## src/peum_pkg.sv

```systemverilog
// Constants for the upper port E pin multiplexer: register map, fields, resets.
package peum_pkg;

   // Register byte offsets on the AXI4-Lite bus
   localparam logic [7:0] PEUM_OFF_PIN_LEVEL = 8'h00;
   localparam logic [7:0] PEUM_OFF_OUTPUT_LATCH = 8'h04;
   localparam logic [7:0] PEUM_OFF_DIRECTION = 8'h08;
   localparam logic [7:0] PEUM_OFF_PORT_A_LATCH = 8'h0C;
   localparam logic [7:0] PEUM_OFF_CONFIG = 8'h10;
   localparam logic [7:0] PEUM_OFF_STATUS = 8'h14;

   // Port E bit positions handled here
   localparam int PEUM_LOW_BIT = 5;
   localparam int PEUM_NPINS = 3;

   // Port A latch register fields
   localparam int PEUM_PA_PORT_D_PU_BIT = 7;
   localparam int PEUM_PA_PORT_E_PU_BIT = 6;

   // Configuration register fields
   localparam int PEUM_CFG_VARIANT_LSB = 0;
   localparam int PEUM_CFG_PWM_REMAP_BIT = 2;
   localparam int PEUM_CFG_UNIT2_SEL_BIT = 3;
   localparam int PEUM_CFG_MCU_MODE_BIT = 4;
   localparam int PEUM_CFG_TRI_CHAN_C_BIT = 5;
   localparam int PEUM_CFG_TRI_CHAN_B_BIT = 6;
   localparam int PEUM_CFG_TRI_CHAN_A_BIT = 7;

   // Status register fields
   localparam int PEUM_ST_MEMBUS_DATA_LSB = 0;
   localparam int PEUM_ST_MEMBUS_EN_BIT = 3;

   // Reset values
   localparam logic [7:0] PEUM_RST_LATCH = 8'h00;
   localparam logic [7:0] PEUM_RST_DIRECTION = 8'hFF;
   localparam logic [7:0] PEUM_RST_PORT_A = 8'h00;
   localparam logic [7:0] PEUM_RST_CONFIG = 8'h1E;

   // AXI responses
   localparam logic [1:0] PEUM_RESP_OKAY = 2'h0;
   localparam logic [1:0] PEUM_RESP_SLVERR = 2'h2;

   // Package variant encoding
   typedef enum logic [1:0] {
      PEUM_PKG_64 = 2'b00,
      PEUM_PKG_80 = 2'b01,
      PEUM_PKG_100 = 2'b10
   } peum_variant_e;

endpackage

```

## src/peum_sync.sv

```systemverilog
// Three-stage pin synchroniser with agreement filter.
`timescale 1ns/1ps
module peum_sync #(
   parameter int WIDTH = 3
) (
   input wire logic aclk,
   input wire logic aresetn,
   input wire logic [WIDTH-1:0] async_in,
   output logic [WIDTH-1:0] sync_out
);
   logic [WIDTH-1:0] s1_r; // First stage, read only by the second
   logic [WIDTH-1:0] s2_r;
   logic [WIDTH-1:0] s3_r;
   logic [WIDTH-1:0] out_r;
   logic [WIDTH-1:0] out_nxt;

   // A zero-width chain has nothing to carry; refuse it while elaborating
   if (WIDTH < 1) begin : g_width_bad
      $error("peum_sync: WIDTH must be at least 1");
   end

   // A bit changes only once stages two and three agree
   always_comb begin
      out_nxt = out_r;
      for (int i = 0; i < WIDTH; i++) begin
         if (s2_r[i] == s3_r[i]) begin
            out_nxt[i] = s3_r[i];
         end
      end
   end

   // Synchronous reset to zero; chain shifts every cycle
   always_ff @(posedge aclk) begin
      if (!aresetn) begin
         s1_r <= '0;
         s2_r <= '0;
         s3_r <= '0;
         out_r <= '0;
      end else begin
         s1_r <= async_in;
         s2_r <= s1_r;
         s3_r <= s2_r;
         out_r <= out_nxt;
      end
   end

   assign sync_out = out_r;
endmodule // peum_sync

```

## src/peum_top.sv

```systemverilog
// Upper port E pins 5..7: registers over AXI4-Lite and pin function multiplexer.
`timescale 1ns/1ps
module peum_top
   import peum_pkg::*;
(
   input wire logic aclk,
   input wire logic aresetn,
   // AXI4-Lite slave
   input wire logic [7:0] s_axi_awaddr,
   input wire logic s_axi_awvalid,
   output logic s_axi_awready,
   input wire logic [31:0] s_axi_wdata,
   input wire logic [3:0] s_axi_wstrb,
   input wire logic s_axi_wvalid,
   output logic s_axi_wready,
   output logic [1:0] s_axi_bresp,
   output logic s_axi_bvalid,
   input wire logic s_axi_bready,
   input wire logic [7:0] s_axi_araddr,
   input wire logic s_axi_arvalid,
   output logic s_axi_arready,
   output logic [31:0] s_axi_rdata,
   output logic [1:0] s_axi_rresp,
   output logic s_axi_rvalid,
   input wire logic s_axi_rready,
   // Pads for port E bits 5..7 (index 0 is bit 5)
   input wire logic [2:0] pin_in,
   output logic [2:0] pin_out,
   output logic [2:0] pin_oe,
   // External memory bus, same clock
   input wire logic external_memory_bus_active,
   input wire logic external_memory_bus_read,
   input wire logic [2:0] membus_addr_data_out,
   output logic [2:0] membus_data_in,
   // Enhanced PWM unit one
   input wire logic pwm_one_enable,
   input wire logic pwm_one_chan_c,
   input wire logic pwm_one_chan_b,
   input wire logic pwm_one_shutdown,
   // Capture/compare unit two
   input wire logic unit_two_enhanced,
   input wire logic pwm_two_chan_a,
   input wire logic pwm_two_shutdown,
   input wire logic unit_two_compare_en,
   input wire logic unit_two_compare_out,
   output logic unit_two_capture_in,
   // Port A latch and pull-up controls
   output logic [5:0] port_a_latch,
   output logic port_d_pullup_enable,
   output logic port_e_pullup_enable
);

   // Bits of the 8-bit port that this block implements
   function automatic logic [7:0] impl_mask(input logic [1:0] variant);
      begin
         // Bits 6 and 7 are absent on the smallest package
         if (variant == PEUM_PKG_64) begin
            impl_mask = 8'h20;
         end else begin
            impl_mask = 8'hE0;
         end
      end
   endfunction

   // Synchronised pad levels
   logic [2:0] pin_sync;

   peum_sync #(.WIDTH(PEUM_NPINS)) u_sync (
      .aclk(aclk),
      .aresetn(aresetn),
      .async_in(pin_in),
      .sync_out(pin_sync)
   );

   // Software registers
   logic [7:0] latch_r, latch_nxt; // Output latch
   logic [7:0] dir_r, dir_nxt; // Direction, one = input
   logic [7:0] pa_r, pa_nxt; // Port A latch with pull-ups
   logic [7:0] cfg_r, cfg_nxt; // Variant and routing configuration
   // Bus state
   logic awready_r, awready_nxt;
   logic wready_r, wready_nxt;
   logic aw_have_r, aw_have_nxt;
   logic w_have_r, w_have_nxt;
   logic [7:0] waddr_r, waddr_nxt;
   logic [31:0] wdata_r, wdata_nxt;
   logic wstrb0_r, wstrb0_nxt; // Only byte lane 0 holds data
   logic bvalid_r, bvalid_nxt;
   logic [1:0] bresp_r, bresp_nxt;
   logic arready_r, arready_nxt;
   logic rvalid_r, rvalid_nxt;
   logic [31:0] rdata_r, rdata_nxt;
   logic [1:0] rresp_r, rresp_nxt;
   // Pin drivers
   logic [2:0] pout_r, pout_nxt;
   logic [2:0] poe_r, poe_nxt;
   logic [2:0] mbin_r, mbin_nxt;
   logic cap_r, cap_nxt;

   // Decoded configuration
   logic [1:0] variant;
   logic [7:0] mask;
   logic membus_on;
   logic p1_routed;
   logic u2_routed;
   logic [2:0] dir3;
   logic [2:0] lat3;
   logic [7:0] pin_level;

   always_comb begin
      variant = cfg_r[PEUM_CFG_VARIANT_LSB +: 2];
      mask = impl_mask(variant);
      // Memory bus pins exist on the 100-pin part only
      membus_on = external_memory_bus_active && (variant == PEUM_PKG_100);
      // PWM one on pins 5/6 only with remap set on larger parts
      p1_routed = pwm_one_enable && cfg_r[PEUM_CFG_PWM_REMAP_BIT]
                  && (variant != PEUM_PKG_64);
      // Unit two on pin 7 only with select cleared, controller mode
      u2_routed = !cfg_r[PEUM_CFG_UNIT2_SEL_BIT] && cfg_r[PEUM_CFG_MCU_MODE_BIT]
                  && (variant != PEUM_PKG_64);
      dir3 = dir_r[7:PEUM_LOW_BIT];
      lat3 = latch_r[7:PEUM_LOW_BIT];
      // Pin-level reads show pads, absent bits zero
      pin_level = {pin_sync, 5'h00} & mask;
   end

   // Pin output multiplexer, one priority chain per pin
   always_comb begin
      pout_nxt = '0;
      poe_nxt = '0;
      for (int i = 0; i < PEUM_NPINS; i++) begin
         if (!mask[PEUM_LOW_BIT + i]) begin
            // Absent pad is never driven
            pout_nxt[i] = 1'b0;
            poe_nxt[i] = 1'b0;
         end else if (membus_on) begin
            // Memory bus wins regardless of direction
            pout_nxt[i] = membus_addr_data_out[i];
            poe_nxt[i] = !external_memory_bus_read;
         end else begin
            // Default: latch driven when direction is zero
            pout_nxt[i] = lat3[i];
            poe_nxt[i] = !dir3[i];
         end
      end
      if (mask[PEUM_LOW_BIT] && !membus_on && p1_routed && !dir3[0]) begin
         // Pin 5 carries channel C ahead of the latch
         pout_nxt[0] = pwm_one_chan_c;
         poe_nxt[0] = !(pwm_one_shutdown && cfg_r[PEUM_CFG_TRI_CHAN_C_BIT]);
      end
      if (mask[PEUM_LOW_BIT + 1] && !membus_on && p1_routed && !dir3[1]) begin
         // Pin 6 carries channel B ahead of the latch
         pout_nxt[1] = pwm_one_chan_b;
         poe_nxt[1] = !(pwm_one_shutdown && cfg_r[PEUM_CFG_TRI_CHAN_B_BIT]);
      end
      if (mask[PEUM_LOW_BIT + 2] && !membus_on && u2_routed && !dir3[2]) begin
         if (unit_two_enhanced) begin
            // Enhanced channel A, optional shutdown tri-state
            pout_nxt[2] = pwm_two_chan_a;
            poe_nxt[2] = !(pwm_two_shutdown && cfg_r[PEUM_CFG_TRI_CHAN_A_BIT]);
         end else if (unit_two_compare_en) begin
            // Compare or PWM output overrides port data
            pout_nxt[2] = unit_two_compare_out;
            poe_nxt[2] = 1'b1;
         end
      end
   end

   // Inputs to the memory bus and the capture unit
   always_comb begin
      // Captured whenever the bus reads, direction ignored
      mbin_nxt = mbin_r;
      if (membus_on && external_memory_bus_read) begin
         mbin_nxt = pin_sync & mask[7:PEUM_LOW_BIT];
      end
      // Capture input only when pin 7 is routed and an input
      cap_nxt = 1'b0;
      if (mask[7] && !membus_on && u2_routed && dir3[2]) begin
         cap_nxt = pin_sync[2];
      end
   end

   // AXI4-Lite write channel and register updates
   always_comb begin
      aw_have_nxt = aw_have_r;
      w_have_nxt = w_have_r;
      waddr_nxt = waddr_r;
      wdata_nxt = wdata_r;
      wstrb0_nxt = wstrb0_r;
      bvalid_nxt = bvalid_r;
      bresp_nxt = bresp_r;
      latch_nxt = latch_r;
      dir_nxt = dir_r;
      pa_nxt = pa_r;
      cfg_nxt = cfg_r;
      // Address and data may come in either order
      if (s_axi_awvalid && awready_r) begin
         aw_have_nxt = 1'b1;
         waddr_nxt = s_axi_awaddr;
      end
      if (s_axi_wvalid && wready_r) begin
         w_have_nxt = 1'b1;
         wdata_nxt = s_axi_wdata;
         wstrb0_nxt = s_axi_wstrb[0];
      end
      if (bvalid_r && s_axi_bready) begin
         bvalid_nxt = 1'b0;
      end
      // Commit once both halves are held and no response is pending
      if (aw_have_r && w_have_r && !bvalid_r) begin
         aw_have_nxt = 1'b0;
         w_have_nxt = 1'b0;
         bvalid_nxt = 1'b1;
         bresp_nxt = PEUM_RESP_OKAY;
         case (waddr_r)
            // Writing the pin level writes the latch
            PEUM_OFF_PIN_LEVEL, PEUM_OFF_OUTPUT_LATCH: begin
               if (wstrb0_r) latch_nxt = wdata_r[7:0] & mask;
            end
            PEUM_OFF_DIRECTION: begin
               if (wstrb0_r) dir_nxt = (wdata_r[7:0] & mask) | ~mask;
            end
            PEUM_OFF_PORT_A_LATCH: begin
               if (wstrb0_r) pa_nxt = wdata_r[7:0];
            end
            PEUM_OFF_CONFIG: begin
               if (wstrb0_r) cfg_nxt = wdata_r[7:0];
            end
            PEUM_OFF_STATUS: begin
               bresp_nxt = PEUM_RESP_OKAY; // Read-only, write ignored
            end
            default: begin
               bresp_nxt = PEUM_RESP_SLVERR;
            end
         endcase
      end
      // Ready only while the slot for that half is empty
      awready_nxt = !aw_have_nxt;
      wready_nxt = !w_have_nxt;
   end

   // AXI4-Lite read channel
   always_comb begin
      rvalid_nxt = rvalid_r;
      rdata_nxt = rdata_r;
      rresp_nxt = rresp_r;
      if (rvalid_r && s_axi_rready) begin
         rvalid_nxt = 1'b0;
      end
      if (s_axi_arvalid && arready_r) begin
         rvalid_nxt = 1'b1;
         rresp_nxt = PEUM_RESP_OKAY;
         rdata_nxt = '0;
         case (s_axi_araddr)
            PEUM_OFF_PIN_LEVEL: rdata_nxt[7:0] = pin_level;
            PEUM_OFF_OUTPUT_LATCH: rdata_nxt[7:0] = latch_r & mask;
            PEUM_OFF_DIRECTION: rdata_nxt[7:0] = dir_r & mask;
            PEUM_OFF_PORT_A_LATCH: rdata_nxt[7:0] = pa_r;
            PEUM_OFF_CONFIG: rdata_nxt[7:0] = cfg_r;
            PEUM_OFF_STATUS: begin
               rdata_nxt[PEUM_ST_MEMBUS_DATA_LSB +: 3] = mbin_r;
               rdata_nxt[PEUM_ST_MEMBUS_EN_BIT] = membus_on;
            end
            default: begin
               rresp_nxt = PEUM_RESP_SLVERR;
            end
         endcase
      end
      // One read outstanding at a time
      arready_nxt = !rvalid_nxt;
   end

   // All state registered here; synchronous active-low reset
   always_ff @(posedge aclk) begin
      if (!aresetn) begin
         latch_r <= PEUM_RST_LATCH;
         dir_r <= PEUM_RST_DIRECTION;
         pa_r <= PEUM_RST_PORT_A;
         cfg_r <= PEUM_RST_CONFIG;
         awready_r <= 1'b0;
         wready_r <= 1'b0;
         aw_have_r <= 1'b0;
         w_have_r <= 1'b0;
         waddr_r <= '0;
         wdata_r <= '0;
         wstrb0_r <= 1'b0;
         bvalid_r <= 1'b0;
         bresp_r <= PEUM_RESP_OKAY;
         arready_r <= 1'b0;
         rvalid_r <= 1'b0;
         rdata_r <= '0;
         rresp_r <= PEUM_RESP_OKAY;
         pout_r <= '0;
         poe_r <= '0;
         mbin_r <= '0;
         cap_r <= 1'b0;
      end else begin
         latch_r <= latch_nxt;
         dir_r <= dir_nxt;
         pa_r <= pa_nxt;
         cfg_r <= cfg_nxt;
         awready_r <= awready_nxt;
         wready_r <= wready_nxt;
         aw_have_r <= aw_have_nxt;
         w_have_r <= w_have_nxt;
         waddr_r <= waddr_nxt;
         wdata_r <= wdata_nxt;
         wstrb0_r <= wstrb0_nxt;
         bvalid_r <= bvalid_nxt;
         bresp_r <= bresp_nxt;
         arready_r <= arready_nxt;
         rvalid_r <= rvalid_nxt;
         rdata_r <= rdata_nxt;
         rresp_r <= rresp_nxt;
         pout_r <= pout_nxt;
         poe_r <= poe_nxt;
         mbin_r <= mbin_nxt;
         cap_r <= cap_nxt;
      end
   end

   // Outputs straight from flip-flops
   assign s_axi_awready = awready_r;
   assign s_axi_wready = wready_r;
   assign s_axi_bvalid = bvalid_r;
   assign s_axi_bresp = bresp_r;
   assign s_axi_arready = arready_r;
   assign s_axi_rvalid = rvalid_r;
   assign s_axi_rdata = rdata_r;
   assign s_axi_rresp = rresp_r;
   assign pin_out = pout_r;
   assign pin_oe = poe_r;
   assign membus_data_in = mbin_r;
   assign unit_two_capture_in = cap_r;
   assign port_a_latch = pa_r[5:0];
   assign port_d_pullup_enable = pa_r[PEUM_PA_PORT_D_PU_BIT];
   assign port_e_pullup_enable = pa_r[PEUM_PA_PORT_E_PU_BIT];
endmodule // peum_top

```

## config.mk

```make
export PLATFORM = sky130hd
export DESIGN_NAME = peum_top
export DESIGN_NICKNAME = d
export VERILOG_FILES = /design/src/peum_pkg.sv /design/src/peum_sync.sv /design/src/peum_top.sv
export SDC_FILE = /design/constraint.sdc
export NUM_CORES = 1
export LEC_CHECK = 0
export BUFFER_PORTS_ARGS = -buffer_cell sky130_fd_sc_hd__buf_2
export CAP_MARGIN = 20
export CORE_ASPECT_RATIO = 0.8
export CORE_UTILIZATION = 52
export CTS_CLUSTER_DIAMETER = 30
export DETAILED_ROUTE_END_ITERATION = 8
export PLACE_DENSITY = 0.9
export RECOVER_POWER = 25
export SLEW_MARGIN = 10
export SYNTH_ARGS = -nofsm -noshare
export SYNTH_HDL_FRONTEND = slang
export SYNTH_SLANG_ARGS = --single-unit
export TNS_END_PERCENT = 100
```

## constraint.sdc

```tcl
create_clock -name aclk -period 4.21 [get_ports aclk]
set_clock_uncertainty 0.1 [all_clocks]
set_input_delay 0.421 -clock aclk [delete_from_list [all_inputs] [get_ports aclk]]
set_output_delay 0.421 -clock aclk [all_outputs]
set_load 0.05 [all_outputs]
```

==> results.json <==
{
  "status": "finished, final reports clean",
  "crit_slowest_cell": "inv_1",
  "die_area_um2": 6889,
  "dp_worst_setup_slack_ns": 1.948,
  "htreeDepth": 3,
  "ys_seq_elements": 78,
  "clk_path_buf_depth": 2,
  "cts_num_sinks": 78,
  "die_h_um": 74.44,
  "holdWs_ns": 0.1774,
  "postCtsSetupRepairBufs": 0,
  "first_iter_violations": 224,
  "clk_latency_ns": 0.36,
  "grtUsageTotal": 0.2407,
  "initial_utilization": 0.5349,
  "rsz0062_at_grt": "false",
  "cap_violations": 0,
  "slew_viol_final": 0,
  "dp_hpwl_mm": 5.734,
  "dr.pass1.iters": 5,
  "area_delta_synth_final_pct": 14.49,
  "critPathArrivalTime_ns": 3.01,
  "cts-hold-fix-buffers": 0,
  "yosysSeqAreaShare": 0.4578,
  "vdd_drop_max_uv": 218.9,
  "ys_types": 52,
  "avgSynthCellArea_um2": 8.859,
  "die_w_um": 92.55,
  "port_buffers": 81,
  "worstPathMaxFanout": 46,
  "fmax_mhz": 355.7,
  "slew_headroom": 0.07503,
  "yosysWarnings": 0,
  "grt_pass1_vias": 2713,
  "crit_type": "input port to flip-flop",
  "grt_pass1_wl_mm": 12.67,
  "synth_area_um2": 3411,
  "synth-edff-count": 0,
  "dr_total_vias": 3021,
  "tightest_slew_ns": 1.386,
  "critPathRequiredTime_ns": 4.41,
  "post-route-min-period_ns": 2.812,
  "syn-instance-count": 385,
  "overflow": 0,
  "cts.clk_slew.worst_paths_ns": 0.07,
  "core_um2": 6376,
  "antenna_found_initial": 0,
  "wl_mm": 7.925,
  "mostFrequentLayoutCell": "buf_2",
  "hold_viol_final": 0,
  "ant_nets": 0,
  "dp.cells": 529,
  "cp-end-kind": "flip-flop",
  "async_flop_share": 0,
  "cts.repair.resized": 0,
  "wl_per_cell_um": 14.54,
  "io-pin-count": 135,
  "cts_root_buf": "clkbuf_8",
  "fp-row-count": 26,
  "setup_slack_ns": 1.398,
  "max_stage_delay_ns": 0.94,
  "diodes": 0,
  "drc_errors": 0,
  "period_share": 0.6678,
  "cts-buffers-inserted": 9,
  "post-route-util": 0.6124,
  "tns_ns": 0,
  "synthFlopType": "dfxtp_1",
  "p_leak_uw": 0.001568,
  "instances_no_fill": 545,
  "tritoncts": "yes",
  "crit_chain": "clkbuf_1 > inv_1 > a21oi_1 > a22o_1",
  "setup_viol": 0,
  "cp-start-kind": "input port",
  "vias_per_cell": 5.543,
  "place_congestion": 0.8897,
  "final_cell_mix": "80 x buf_2, 78 x dfxtp_1, 52 x nand2_1",
  "fin_nets": 532,
  "power_density_nw_per_um2": 371.6,
  "hold_path.class": "input port to flip-flop",
  "drive_gt1_frac": 0.2213,
  "grt_max_degree": 47
}
per-layer routing:
metal / share of wire / vias to the layer above / track usage
li1: - / 1452 / -
met1: 0.44 / 1373 / 0.3164
met2: 0.44 / 172 / 0.3663
met3: 0.093 / 24 / 0.07669
met4: 0.023 / 0 / 0.1076
met5: 0 / - / 0
sequential cells by signal, indices dropped and copies added, names as in the netlist, 3 cells and up:
register         cells
u_sync.s1_r          3
pin_oe               3
membus_data_in       3
wdata_r              8
cfg_r                8
u_sync.s2_r          3
waddr_r              8
pa_r                 8
u_sync.sync_out      3
u_sync.s3_r          3
dir_r                3
pin_out              3
latch_r              3
s_axi_rdata          8
per-stage QoR:
stage	area, µm²	power (µW)
CTS	3906	1454
global route	3905	1509
global placement	3737	970.9
detailed placement	3737	976.1
floorplan	3505	951.9
finish	3905	1451
cell families (layout without fill, tap and decap cells):
group                     count (synthesis)  count (layout)  synth area share
and+or+nand+nor                         149             149            0.2296
AOI/OAI and AO/OA                        84              84            0.1563
DFF                                      78              78            0.4578
buffers and inverters                    51             102           0.08694
muxes                                    21              21           0.06566
other                                     1              26          0.001099
xor gates and xnor gates                  1               1          0.002568
final timing paths:
kind         cells past startpoint  slack (ns)            from              to
min                              2        0.18       pin_in[2]  u_sync.s1_r[2]
min reg2reg                      1        0.33  u_sync.s1_r[2]  u_sync.s2_r[2]
max reg2reg                      4        2.02      waddr_r[1]        cfg_r[7]
max                              4        1.40         aresetn  s_axi_rdata[5]
report_power, final:
group | total, µW | internal (µW) | leakage (µW) | switching [µW]
Sequential | 775 | 758 | 0.000635 | 17.4
Clock | 491 | 230 | 0.0000796 | 261
Combinational | 186 | 47.2 | 0.000854 | 138
Total | 1450 | 1030 | 0.00157 | 417
area by class of cell:
| cell class | count | area [µm²] |
|---|---|---|
| Clock inverter | 3 | 20.02 |
| Fill cell | 571 | 2471 |
| Timing Repair Buffer | 81 | 404.1 |
| Sequential cell | 78 | 1562 |
| Multi-Input combinational cell | 281 | 1647 |
| Clock buffer | 13 | 148.9 |
| Inverter | 5 | 18.77 |
| Tap cell | 84 | 105.1 |
cell usage after synthesis, types with 2 or more instances:
library cell / n / area, µm²
a21oi_1: 33 / 165.2
a221oi_1: 2 / 17.52
a22oi_1: 4 / 30.03
a31oi_1: 3 / 18.77
a32o_1: 7 / 70.07
and2_1: 10 / 62.56
and3_1: 2 / 12.51
and3b_1: 2 / 17.52
buf_1: 2 / 7.510
buf_4: 26 / 195.2
clkbuf_1: 17 / 63.81
dfxtp_1: 78 / 1562
inv_1: 4 / 15.01
mux2i_1: 19 / 190.2
nand2_1: 52 / 195.2
nand2b_1: 4 / 25.02
nand3_1: 16 / 80.08
nand3b_1: 5 / 37.54
nand4b_1: 2 / 17.52
nor2_1: 33 / 123.9
nor2b_1: 3 / 18.77
nor3_1: 3 / 15.01
nor3b_1: 3 / 22.52
nor4_2: 2 / 25.02
nor4_4: 2 / 42.54
o211ai_1: 4 / 30.03
o21ai_0: 15 / 75.07
o21ai_1: 5 / 25.02
o311a_1: 3 / 30.03
or4bb_1: 2 / 22.52
critical path, delay by kind of cell:
kind / cells / cell delay (ns)
AOI/OAI and AO/OA: 2 / 0.86
buffers and inverters: 2 / 1.71
Power figures use the tool's default switching activity.
